### src/include/alo_defines.svh
// Constants for the accumulator logical-operation datapath
// Summary of operation
// - Word OR: low accumulator half with memory word
// - Word OR sets zero flag from result
// - Long OR: full accumulator with pair/constant
// - Long OR sets zero and sign flags
// - Bit-run OR with 1 to 32 bits
// - Bit-run OR sets zero and sign flags
// - Stack OR, then pop stack up one level
// - Stack OR sets zero and sign flags
// - Word XOR: low accumulator half with word
// - Word XOR sets zero flag from result
// - Long XOR: full accumulator with pair/constant
// - Long XOR sets zero and sign flags
// - Bit-run XOR, global I/O bits also allowed
// - Bit-run XOR sets zero and sign flags
// - Flags hold until next writer of them
`ifndef ALO_DEFINES_SVH
`define ALO_DEFINES_SVH
`define ALO_ACC_W       32
`define ALO_WORD_W      16
`define ALO_CNT_W       6
`define ALO_STACK_DEPTH 8
`define ALO_ACC_RESET   32'h0000_0000
`define ALO_SIGN_BIT    31
`endif

### src/include/alo_pkg.sv
// Types shared by the accumulator logical-operation datapath
package alo_pkg;
    // Operation selector driven by the instruction sequencer
    typedef enum logic [3:0] {
        ALO_OP_LOAD,
        ALO_OP_PUSH,
        ALO_OP_OR_WORD,
        ALO_OP_XOR_WORD,
        ALO_OP_OR_LONG,
        ALO_OP_XOR_LONG,
        ALO_OP_OR_BITS,
        ALO_OP_XOR_BITS,
        ALO_OP_OR_STACK
    } alo_op_t;
endpackage

### src/design/alo_bitrun_mask.sv
// Bit-run gate: keeps the first count bits of a run, clears the rest
`timescale 1ns/100ps
`include "alo_defines.svh"
module alo_bitrun_mask (
    input  wire logic [`ALO_ACC_W-1:0] run_bits,
    input  wire logic [`ALO_CNT_W-1:0] run_count,
    output logic      [`ALO_ACC_W-1:0] run_value
);
    // One gate per bit position: bit i survives only when i < count
    genvar gi;
    generate
        for (gi = 0; gi < `ALO_ACC_W; gi++) begin : g_bit
            assign run_value[gi] = run_bits[gi] & (run_count > `ALO_CNT_W'(gi));
        end
    endgenerate
endmodule

### src/design/alo_top.sv
// Accumulator OR / XOR datapath with status flags and accumulator stack
`timescale 1ns/100ps
`include "alo_defines.svh"
module alo_top (
    input  wire logic                    sys_clk,
    input  wire logic                    resetn,
    input  wire logic                    ce,
    input  wire logic                    cmd_valid,
    input  wire alo_pkg::alo_op_t        cmd_op,
    input  wire logic [`ALO_ACC_W-1:0]   cmd_operand,
    input  wire logic [`ALO_ACC_W-1:0]   bit_local_data,
    input  wire logic [`ALO_ACC_W-1:0]   global_io_bits,
    input  wire logic                    bit_src_global,
    input  wire logic [`ALO_CNT_W-1:0]   bit_count,
    output logic      [`ALO_ACC_W-1:0]   acc_value,
    output logic      [`ALO_ACC_W-1:0]   stack_top,
    output logic                         result_zero_flag,
    output logic                         result_sign_flag,
    output logic                         op_done
);
    import alo_pkg::*;

    localparam int DEPTH = `ALO_STACK_DEPTH;

    // Operation is an exclusive OR rather than an inclusive OR
    function automatic logic op_is_xor(input alo_op_t op);
        return (op == ALO_OP_XOR_WORD) || (op == ALO_OP_XOR_LONG) || (op == ALO_OP_XOR_BITS);
    endfunction

    // Operation writes the sign flag as well as the zero flag
    function automatic logic op_sets_sign(input alo_op_t op);
        return (op == ALO_OP_OR_LONG) || (op == ALO_OP_XOR_LONG) ||
               (op == ALO_OP_OR_BITS) || (op == ALO_OP_XOR_BITS) ||
               (op == ALO_OP_OR_STACK);
    endfunction

    logic [`ALO_ACC_W-1:0] acc_reg;                 // Accumulator
    logic [`ALO_ACC_W-1:0] acc_next;                // Accumulator next value
    logic [`ALO_ACC_W-1:0] stack_reg [DEPTH];       // Stack levels, index 0 is top
    logic                  zero_reg;                // Zero status flag
    logic                  sign_reg;                // Sign status flag
    logic                  done_reg;                // Completion pulse

    wire logic                  fire     = ce & cmd_valid;         // Command taken
    wire logic                  is_xor   = op_is_xor(cmd_op);      // XOR family
    wire logic                  is_word  = (cmd_op == ALO_OP_OR_WORD) ||
                                           (cmd_op == ALO_OP_XOR_WORD);
    wire logic                  is_bits  = (cmd_op == ALO_OP_OR_BITS) ||
                                           (cmd_op == ALO_OP_XOR_BITS);
    wire logic                  is_long  = (cmd_op == ALO_OP_OR_LONG) ||
                                           (cmd_op == ALO_OP_XOR_LONG);
    wire logic                  do_pop   = (cmd_op == ALO_OP_OR_STACK);
    wire logic                  do_push  = (cmd_op == ALO_OP_PUSH);
    wire logic                  writes_z = is_word | is_long | is_bits | do_pop;
    // Global I/O space is a source only for the XOR bit run
    wire logic                  use_gx   = bit_src_global & (cmd_op == ALO_OP_XOR_BITS);
    wire logic [`ALO_ACC_W-1:0] run_src  = use_gx ? global_io_bits : bit_local_data;
    wire logic [`ALO_ACC_W-1:0] run_val;                                 // Masked bit run
    wire logic [`ALO_WORD_W-1:0] lo_acc  = acc_reg[`ALO_WORD_W-1:0];
    wire logic [`ALO_WORD_W-1:0] lo_opd  = cmd_operand[`ALO_WORD_W-1:0];
    wire logic [`ALO_WORD_W-1:0] word_or  = lo_acc | lo_opd;
    wire logic [`ALO_WORD_W-1:0] word_xor = lo_acc ^ lo_opd;
    wire logic [`ALO_ACC_W-1:0] wide_opd = is_bits ? run_val :
                                           (do_pop ? stack_reg[0] : cmd_operand);
    wire logic [`ALO_ACC_W-1:0] wide_res = is_xor ? (acc_reg ^ wide_opd)
                                                  : (acc_reg | wide_opd);
    wire logic [`ALO_WORD_W-1:0] word_res = is_xor ? word_xor : word_or;

    // Bit-run operand gating by count
    alo_bitrun_mask u_mask (
        .run_bits  (run_src),
        .run_count (bit_count),
        .run_value (run_val)
    );

    // Next accumulator value per operation; word forms keep the upper half
    always_comb begin
        acc_next = acc_reg;
        if (cmd_op == ALO_OP_LOAD) begin
            acc_next = cmd_operand;
        end else if (is_word) begin
            acc_next = {acc_reg[`ALO_ACC_W-1:`ALO_WORD_W], word_res};
        end else if (is_long | is_bits | do_pop) begin
            acc_next = wide_res;
        end
    end

    // Accumulator and completion pulse
    always_ff @(posedge sys_clk or negedge resetn) begin
        if (!resetn) begin
            acc_reg  <= `ALO_ACC_RESET;
            done_reg <= 1'b0;
        end else if (ce) begin
            done_reg <= cmd_valid;
            if (cmd_valid) begin
                acc_reg <= acc_next;
            end
        end
    end

    // Status flags: written only by operations that own them, else held
    always_ff @(posedge sys_clk or negedge resetn) begin
        if (!resetn) begin
            zero_reg <= 1'b0;
            sign_reg <= 1'b0;
        end else if (fire) begin
            if (writes_z) begin
                zero_reg <= (acc_next == `ALO_ACC_RESET);
            end
            if (op_sets_sign(cmd_op)) begin
                sign_reg <= acc_next[`ALO_SIGN_BIT];
            end
        end
    end

    // Stack levels: pop moves every level up, push moves every level down
    genvar gl;
    generate
        for (gl = 0; gl < DEPTH; gl++) begin : g_lvl
            wire logic [`ALO_ACC_W-1:0] below = (gl == DEPTH - 1) ? `ALO_ACC_RESET
                                                : stack_reg[(gl + 1) % DEPTH];
            wire logic [`ALO_ACC_W-1:0] above = (gl == 0) ? acc_reg : stack_reg[(gl + DEPTH - 1) % DEPTH];
            always_ff @(posedge sys_clk or negedge resetn) begin
                if (!resetn) begin
                    stack_reg[gl] <= `ALO_ACC_RESET;
                end else if (fire && do_pop) begin
                    stack_reg[gl] <= below;
                end else if (fire && do_push) begin
                    stack_reg[gl] <= above;
                end
            end
        end
    endgenerate

    assign acc_value        = acc_reg;
    assign stack_top        = stack_reg[0];
    assign result_zero_flag = zero_reg;
    assign result_sign_flag = sign_reg;
    assign op_done          = done_reg;
endmodule

### config.mk
export PLATFORM = sky130hd
export DESIGN_NAME = alo_top
export DESIGN_NICKNAME = d
export VERILOG_FILES = /design/src/include/alo_pkg.sv /design/src/design/alo_bitrun_mask.sv /design/src/design/alo_top.sv
export VERILOG_INCLUDE_DIRS = /design/src /design/src/include
export SDC_FILE = /design/constraint.sdc
export NUM_CORES = 1
export LEC_CHECK = 0
export ABC_AREA = 1
export BUFFER_PORTS_ARGS = -buffer_cell sky130_fd_sc_hd__buf_2
export CAP_MARGIN = 20
export CORE_UTILIZATION = 40
export DETAILED_ROUTE_END_ITERATION = 6
export GPL_TIMING_DRIVEN = 1
export PLACE_DENSITY_LB_ADDON = 0.25
export SYNTH_ARGS = -nofsm -noshare
export SYNTH_HDL_FRONTEND = slang
export SYNTH_HIERARCHICAL = 1
export SYNTH_SLANG_ARGS = --single-unit
### constraint.sdc
create_clock -name sys_clk -period 2.5 [get_ports sys_clk]
set_clock_uncertainty 0.15 [all_clocks]
set_input_delay 0.5 -clock sys_clk [delete_from_list [all_inputs] [get_ports sys_clk]]
set_output_delay 0.5 -clock sys_clk [all_outputs]
set_load 0.005 [all_outputs]
==> summary.txt, run 1 <==
Worst setup path
  – CP Class: input pin to register
  – Flop-to-flop setup slack: 0.11 ns
  – Crit path buf inv count: 6
  – CP delay by family, top: simple AND/OR/NAND/NOR gates
  – Slowest CP cell: mux2_4
  – CP Launch Type: input pin
  – Max stage delay on crit path: 0.29 ns
  – CP Cell Sequence: buf_12 -> inv_16 -> nand2_8 -> nor2_4 -> buf_6 -> nand3_4 -> buf_12 -> buf_16 -> buf_12 -> mux2_4 -> a21boi_4 -> a21oi_2 -> ha_2 -> nand2_2 -> nand2_1 -> nand2_1 -> nand4_1 -> nand2_1 -> nand2_1 -> nor3_2 -> nand3_1 -> nand2_1
  – Crit end category: register
  – CP required: 2.86 ns
  – CP most frequent cell: nand2_1
  – Data arrival, critical path: 3.12 ns
  – Worst Path Max Fanout: 5

Pwr
  – Psw: 0.00518 W
  – LEAKAGE: 10.1 nW
  – Internal power: 0.0104 W
  – Clk pwr share: 30.5%
  – Seq pwr share: 44.8%
  – Total power: 0.0155 W
  – Pwr/cell area: 766 mW/mm^2
  – Net Sw Frac: 33.3%
  – Logic pwr share: 24.7%
  – Peak VDD IR: 0.000538 V

Routing
  – 1st-pass router iterations: 5
  – Vias: 15515
  – Routed vias/inst: 5.39
  – Drt wl/cell: 17.6 um
  – Post-route DRC violation count: 0
  – Routed Wire Length: 50500 um
  – DRT iter0 DRCs: 1205
  – ANT nets after route: 0

Timing
  – Final Max Slew Viols: 0
  – Worst-Margin Slew: 0.534 ns
  – Period minus WS final: 2.76 ns
  – Setup TNS: -0.274 ns
  – Final setup fails: 2
  – Tcrit/Tclk final: 110%
  – Setup WS post-layout: -0.257 ns
  – Unrepaired setup endpoints after global routing: true
  – Hold Fails Final Rpt: 0
  – Slew headroom: 64.4%
  – Fmax achieved: 0.363 GHz

Synth
  – Yosys warns: 6
  – Cells after Synth: 2091
  – Post-synthesis xor/xnor area fraction: 0%
  – Share of the yosys chip area belonging to registers: 44.7%
  – Number of distinct library cells after synthesis: 37
  – Mux cell area share after synthesis: 2.28%
  – Synth Register Bits: 291
  – Syn_area_per_cell: 7.79 um^2
  – Simple-gate area share of the yosys netlist: 16.3%
  – Complex-gate fraction of the synthesized area: 23.0%
  – Syn nets: 2250
  – Largest family of logic cells by synthesized area: compound AO/OA/AOI/OAI gates
  – Synth Area in Adders: 3.69%
  – Synth Cell Area: 0.0163 mm^2

Cells and area
  – Final Core Density: 50.8%
  – Nets@finish: 2485
  – Fin cells: 2876
  – Area growth syn-to-layout: 24.5%
  – Layout cell share with drive strength beyond 1: 21.4%
  – Fill cell count: 3699
  – FF/Latch Area: 0.00728 mm^2
  – N_diodes: 0
  – Area occupied by multi-input gates: 0.00755 mm^2

GRT
  – Vias in the first global route: 14824
  – Initial antenna violation count: 0
  – Global-route wire length before repair: 81100 um
  – Total GRT Usage: 24.2%
  – Grt ovf: 0
  – Largest net degree at the start of global routing: 104

Die
  – Boundary Pins: 178
  – Total core area: 0.0399 mm^2
  – Die X: 204 um
  – Rows: 73
  – Die Ht: 204 um
  – Initial Utilization: 40.8%
  – Die ar.: 0.0416 mm^2

Place
  – DP Worst Slack: -0.882 ns
  – Placed insts: 2802
  – PortBufs: 177
  – HPWL Detailed: 34800 um
  – GPL Wtd Cong: 1.03

CTS
  – Clock tree buffer depth: 3
  – Latest clock arrival within the worst-skew pair: 0.59 ns
  – H-tree depth: 1
  – Clk slew on worst S/H paths: 0.07 ns
  – Num CTS Buffers: 31
  – Clock Sinks: 291
  – TritonCTS clock tree: yes
  – Root Driver: clkbuf_16

Run status
  – Failing checks: negative setup slack
  – Outcome: complete, but fails checks

Worst hold path
  – Min-Delay Path Class: input pin to register

Flow run
  – Max_cap viols: 0
-- final timing paths --
check                                              startpoint                        endpoint  cells past startpoint
worst max-delay path                                cmd_op[3]    result_zero_flag$_DFFE_PN0P_                     22
worst min register to register  g_lvl[6].below[4]$_DFFE_PN0P_   g_lvl[6].below[4]$_DFFE_PN0P_                      2
worst min-delay path                          cmd_operand[14]       acc_value[14]$_DFFE_PN0P_                      3
min in group asynchronous                              resetn   g_lvl[6].below[8]$_DFFE_PN0P_                      2
max in group asynchronous                              resetn  g_lvl[2].below[25]$_DFFE_PN0P_                      3
worst max register to register      stack_top[30]$_DFFE_PN0P_    result_zero_flag$_DFFE_PN0P_                     14
-- synth_stat cells, drive strengths merged --
cell type,count,area [um^2]
a21oi,120,601
ha,48,601
clkbuf,94,353
nand4,15,93.8
inv,277,1040
o21a,2,15.0
and2,1,6.26
o221ai,55,482
a22oi,9,67.6
nand3,85,430
nor3b,1,12.5
a21boi,8,63.8
o21ai,454,2270
o21bai,4,30.0
o22ai,22,138
a31oi,2,12.5
nand3b,24,180
clkinv,1,3.75
nand2,396,1520
or2,11,68.8
nor3,1,5.00
mux2,33,372
nor2,78,330
o211ai,8,60.1
buf,51,255
dfrtp,291,7280
-- logic make-up after synthesis --
logic type	after synthesis
AO/OA/AOI/OAI	684
AND/OR/NAND/NOR	612
flip-flops	291
buffers and inverters	423
multiplexers	33
adder cells (fa/ha/maj)	48
-- layout by cell type (no fill, tap or decap), types with 9 or more instances in the layout --
| cell type | n |
|---|---|
| inv_1 | 265 |
| clkbuf_16 | 32 |
| nand3_1 | 82 |
| ha_1 | 47 |
| o21ai_0 | 409 |
| a21oi_1 | 113 |
| o22ai_1 | 22 |
| buf_4 | 124 |
| dfrtp_1 | 291 |
| nand4_1 | 15 |
| o21ai_1 | 43 |
| nand2_1 | 382 |
| or2_2 | 11 |
| inv_2 | 9 |
| nor2_2 | 10 |
| nand3b_1 | 24 |
| nor2_1 | 62 |
| a22oi_1 | 9 |
| mux2_2 | 30 |
| o221ai_1 | 55 |
| nand2_2 | 10 |
| buf_12 | 33 |
| buf_2 | 175 |
-- sequential cells by signal, summed over array words and instances (netlist names) --
| register | flops |
|---|---|
| g_lvl.below | 224 |
| acc_value | 32 |
| op_done | 1 |
| result_sign_flag | 1 |
| result_zero_flag | 1 |
| stack_top | 32 |
-- through the flow --
stage                     hold slack, ns  area, um^2
final                              0.115       20300
after detailed placement           0.305       18900
after global routing               0.109       20300
after floorplan                   0.0544       16400
after CTS                         0.0843       20100
after global placement             0.301       18900
-- metal layers --
layer  GRT usage (%)  part of all wire, %  up-vias
met5               0                    0        -
li1                -                    -     7479
met4            6.39                  2.4        0
met3            2.97                  7.1       78
met2            38.9                   46      606
met1            34.3                   45     7352
-- layout make-up --
cell class	count	area share, %
multi-input cells	1378	37.2
flip-flops and latches	291	35.9
repair buffers	346	13.2
inverters	278	5.25
clock buffers	40	4.14
well taps	525	3.24
clock inverters	18	1.03
-- timing repair --
action                                  CTS  global route
endpoints found under the setup margin    1            11
endpoints found under the hold margin    53             0
hold buffers                              2             0
pin swaps                                11            29
gates cloned                              4             1
buffers inserted                          5             7
gates resized for setup                  22            36
-- power by group through the flow --
stage | Sequential [W] | Combinational, W | Clock [W]
floorplan | 0.00675 | 0.00228 | 0
global placement | 0.00698 | 0.00359 | 0
detailed placement | 0.00703 | 0.00372 | 0
CTS | 0.00696 | 0.00379 | 0.00484
global route | 0.00712 | 0.00440 | 0.00502
finish | 0.00696 | 0.00384 | 0.00474
-- tightest hold or removal path: cells and delay by family --
kind            cells  cell delay [ns]
simple gates        1             0.11
compound gates      1             0.09
buf+inv             1             0.13
Note: power is estimated with default switching activity, not from simulation.
==> run 2, diff against run 1 <==
clock period = 2.7 ns   (was 2.5 ns; I/O delays follow)
==> summary.txt, run 2 (synthesis results as in run 1) <==
Run status
  – Outcome: finished clean

Worst hold path
  – Min-Delay Path Class: input pin to register
  – Hold Path Stages: 2 (-1)

CTS
  – Clk slew on worst S/H paths: 0.07 ns (about the same)
  – Clock Sinks: 291 (unchanged)
  – TritonCTS clock tree: yes
  – Postcts setup bufs: 0 (-5)
  – Latest clock arrival within the worst-skew pair: 0.57 ns (-0.02 ns)
  – Num CTS Buffers: 30 (-3.2%)
  – Root Driver: clkbuf_16
  – Clock tree buffer depth: 3 (unchanged)
  – H-tree depth: 1 (unchanged)

Die
  – Rows: 73 (unchanged)
  – Die ar.: 0.0416 mm^2 (unchanged)
  – Die Ht: 204 um (unchanged)
  – Initial Utilization: 40.8% (unchanged)
  – Boundary Pins: 178 (unchanged)
  – Die X: 204 um (unchanged)
  – Total core area: 0.0399 mm^2 (unchanged)

Timing
  – Slew headroom: 64.0% (-0.38 points)
  – Worst hold slack: 0.0249 ns (-0.0903 ns)
  – Fmax achieved: 0.371 GHz
  – Hold Fails Final Rpt: 0 (unchanged)
  – Unrepaired setup endpoints after global routing: true
  – Final Max Slew Viols: 0 (unchanged)
  – Tcrit/Tclk final: 99.9%
  – Period minus WS final: 2.70 ns
  – Final setup fails: 0 (-2)
  – Worst-Margin Slew: 0.540 ns (+0.00567 ns)

Cells and area
  – Max reg flops: 224 (unchanged)
  – Most common cell after layout, fill and taps aside: o21ai_0
  – Area growth syn-to-layout: 20.5%
  – Final Core Density: 49.2% (-1.6 points)
  – Most frequent cells in the layout: o21ai_0 (414), nand2_1 (385), dfrtp_1 (291), inv_1 (270), buf_2 (176)
  – N_diodes: 0 (unchanged)
  – Nets@finish: 2435 (-2.0%)
  – Fill cell count: 3833 (+3.6%)
  – Layout cell share with drive strength beyond 1: 18.4% (-3.0 points)

Routing
  – Routed vias/inst: 5.43 (+0.75%)
  – DRT iter0 DRCs: 1254 (+4.1%)
  – 1st-pass router iterations: 5 (unchanged)
  – Drt wl/cell: 17.6 um (about the same)
  – Vias: 15348 (-1.1%)
  – Routed Wire Length: 49700 um (-1.8%)
  – Post-route DRC violation count: 0 (unchanged)
  – ANT nets after route: 0 (unchanged)

GRT
  – Largest net degree at the start of global routing: 82 (-21%)
  – Grt ovf: 0 (unchanged)
  – Total GRT Usage: 23.7% (-0.43 points)
  – Global-route wire length before repair: 79300 um (-2.2%)
  – Initial antenna violation count: 0 (unchanged)
  – Vias in the first global route: 14510 (-2.1%)

Pwr
  – Peak VDD IR: 0.000498 V (-7.4%)
  – LEAKAGE: 9.82 nW (-3.1%)
  – Pwr/cell area: 723 mW/mm^2 (-5.6%)

Place
  – GPL Wtd Cong: 0.964 (-6.3%)
  – HPWL Detailed: 33900 um (-2.7%)
  – PortBufs: 177 (unchanged)

Worst setup path
  – Crit end category: register
  – WP depth: 18 (-18%)
  – Crit path buf inv count: 3 (-3)
  – Slowest CP cell: mux2_2
  – CP Launch Type: input pin
  – CP delay by family, top: simple AND/OR/NAND/NOR gates
  – CP Cell Sequence: buf_2 -> inv_6 -> nand2_4 -> nor2_4 -> nand3_4 -> buf_12 -> mux2_2 -> nor3b_2 -> a21oi_1 -> ha_1 -> nand3b_1 -> nand3_1 -> nand4_1 -> nand2_1 -> nand4_1 -> nor2_1 -> nand3_1 -> nand2_1
  – CP Class: input pin to register
  – Worst Path Max Fanout: 15 (+10)
  – CP required: 3.06 ns (+0.20 ns)
  – Data arrival, critical path: 3.06 ns (-0.06 ns)
  – Max stage delay on crit path: 0.27 ns (-0.02 ns)
  – Reg2Reg Depth: 14 (unchanged)

Flow run
  – Max_cap viols: 0 (unchanged)
==> run 2: metrics by stage <==
stage	setup slack, ns	TNS [ns]	std cells	instance area [um^2]	total power [W]
floorplan	-0.0825	-0.0825	2091	16300	0.00836
global placement	-0.615	-4.35	2768	18600	0.00974
detailed placement	-0.687	-5.74	2768	18600	0.00991
CTS	0.0169	0	2824	19600	0.0143
global route	-0.156	-0.156	2824	19600	0.0151
finish	0.00255	0	2824	19600	0.0142
==> run 2: power breakdown <==
group	switching (W)	leakage [nW]	internal, W
combinational	0.00205	5.77	0.00141
sequential	0.000794	3.57	0.00563
clock	0.00179	0.489	0.00253
==> run 2: area by class of cell <==
cell class                      count  area, um^2  area share [%]
Sequential cell                   291        7280            37.1
Clock buffer                       46         882            4.49
Multi-Input combinational cell   1377        7430            37.8
Clock inverter                      9         133           0.675
Timing Repair Buffer              298        2200            11.2
Tap cell                          525         657            3.34
Inverter                          278        1050            5.37
==> run 2: what timing repair did <==
action | in CTS | in global routing
setup endpoints to repair | 1 | 2
pin swaps | 0 | 5
resized for setup | 5 | 6
hold endpoints to repair | 56 | 0
hold buffers | 1 | 0
==> run 2: path summary, 6_finish.rpt <==
check	from	endpoint	slack [ns]
worst max-delay path	cmd_op[3]	result_zero_flag$_DFFE_PN0P_	0.003
worst min-delay path	ce	op_done$_DFFE_PN0P_	0.02
worst max register to register	stack_top[7]$_DFFE_PN0P_	result_zero_flag$_DFFE_PN0P_	0.40
worst min register to register	g_lvl[6].below[4]$_DFFE_PN0P_	g_lvl[6].below[4]$_DFFE_PN0P_	0.32
max in group asynchronous	resetn	g_lvl[1].below[30]$_DFFE_PN0P_	1.17
min in group asynchronous	resetn	g_lvl[5].below[9]$_DFFE_PN0P_	0.36
==> run 2: metal layers <==
metal	share of wire [%]	global-route usage [%]	vias to the layer above
met4	2.4	7.06	0
li1	-	-	7372
met3	7.5	2.73	75
met1	45	34.4	7280
met2	45	37.2	621
met5	0	0	-
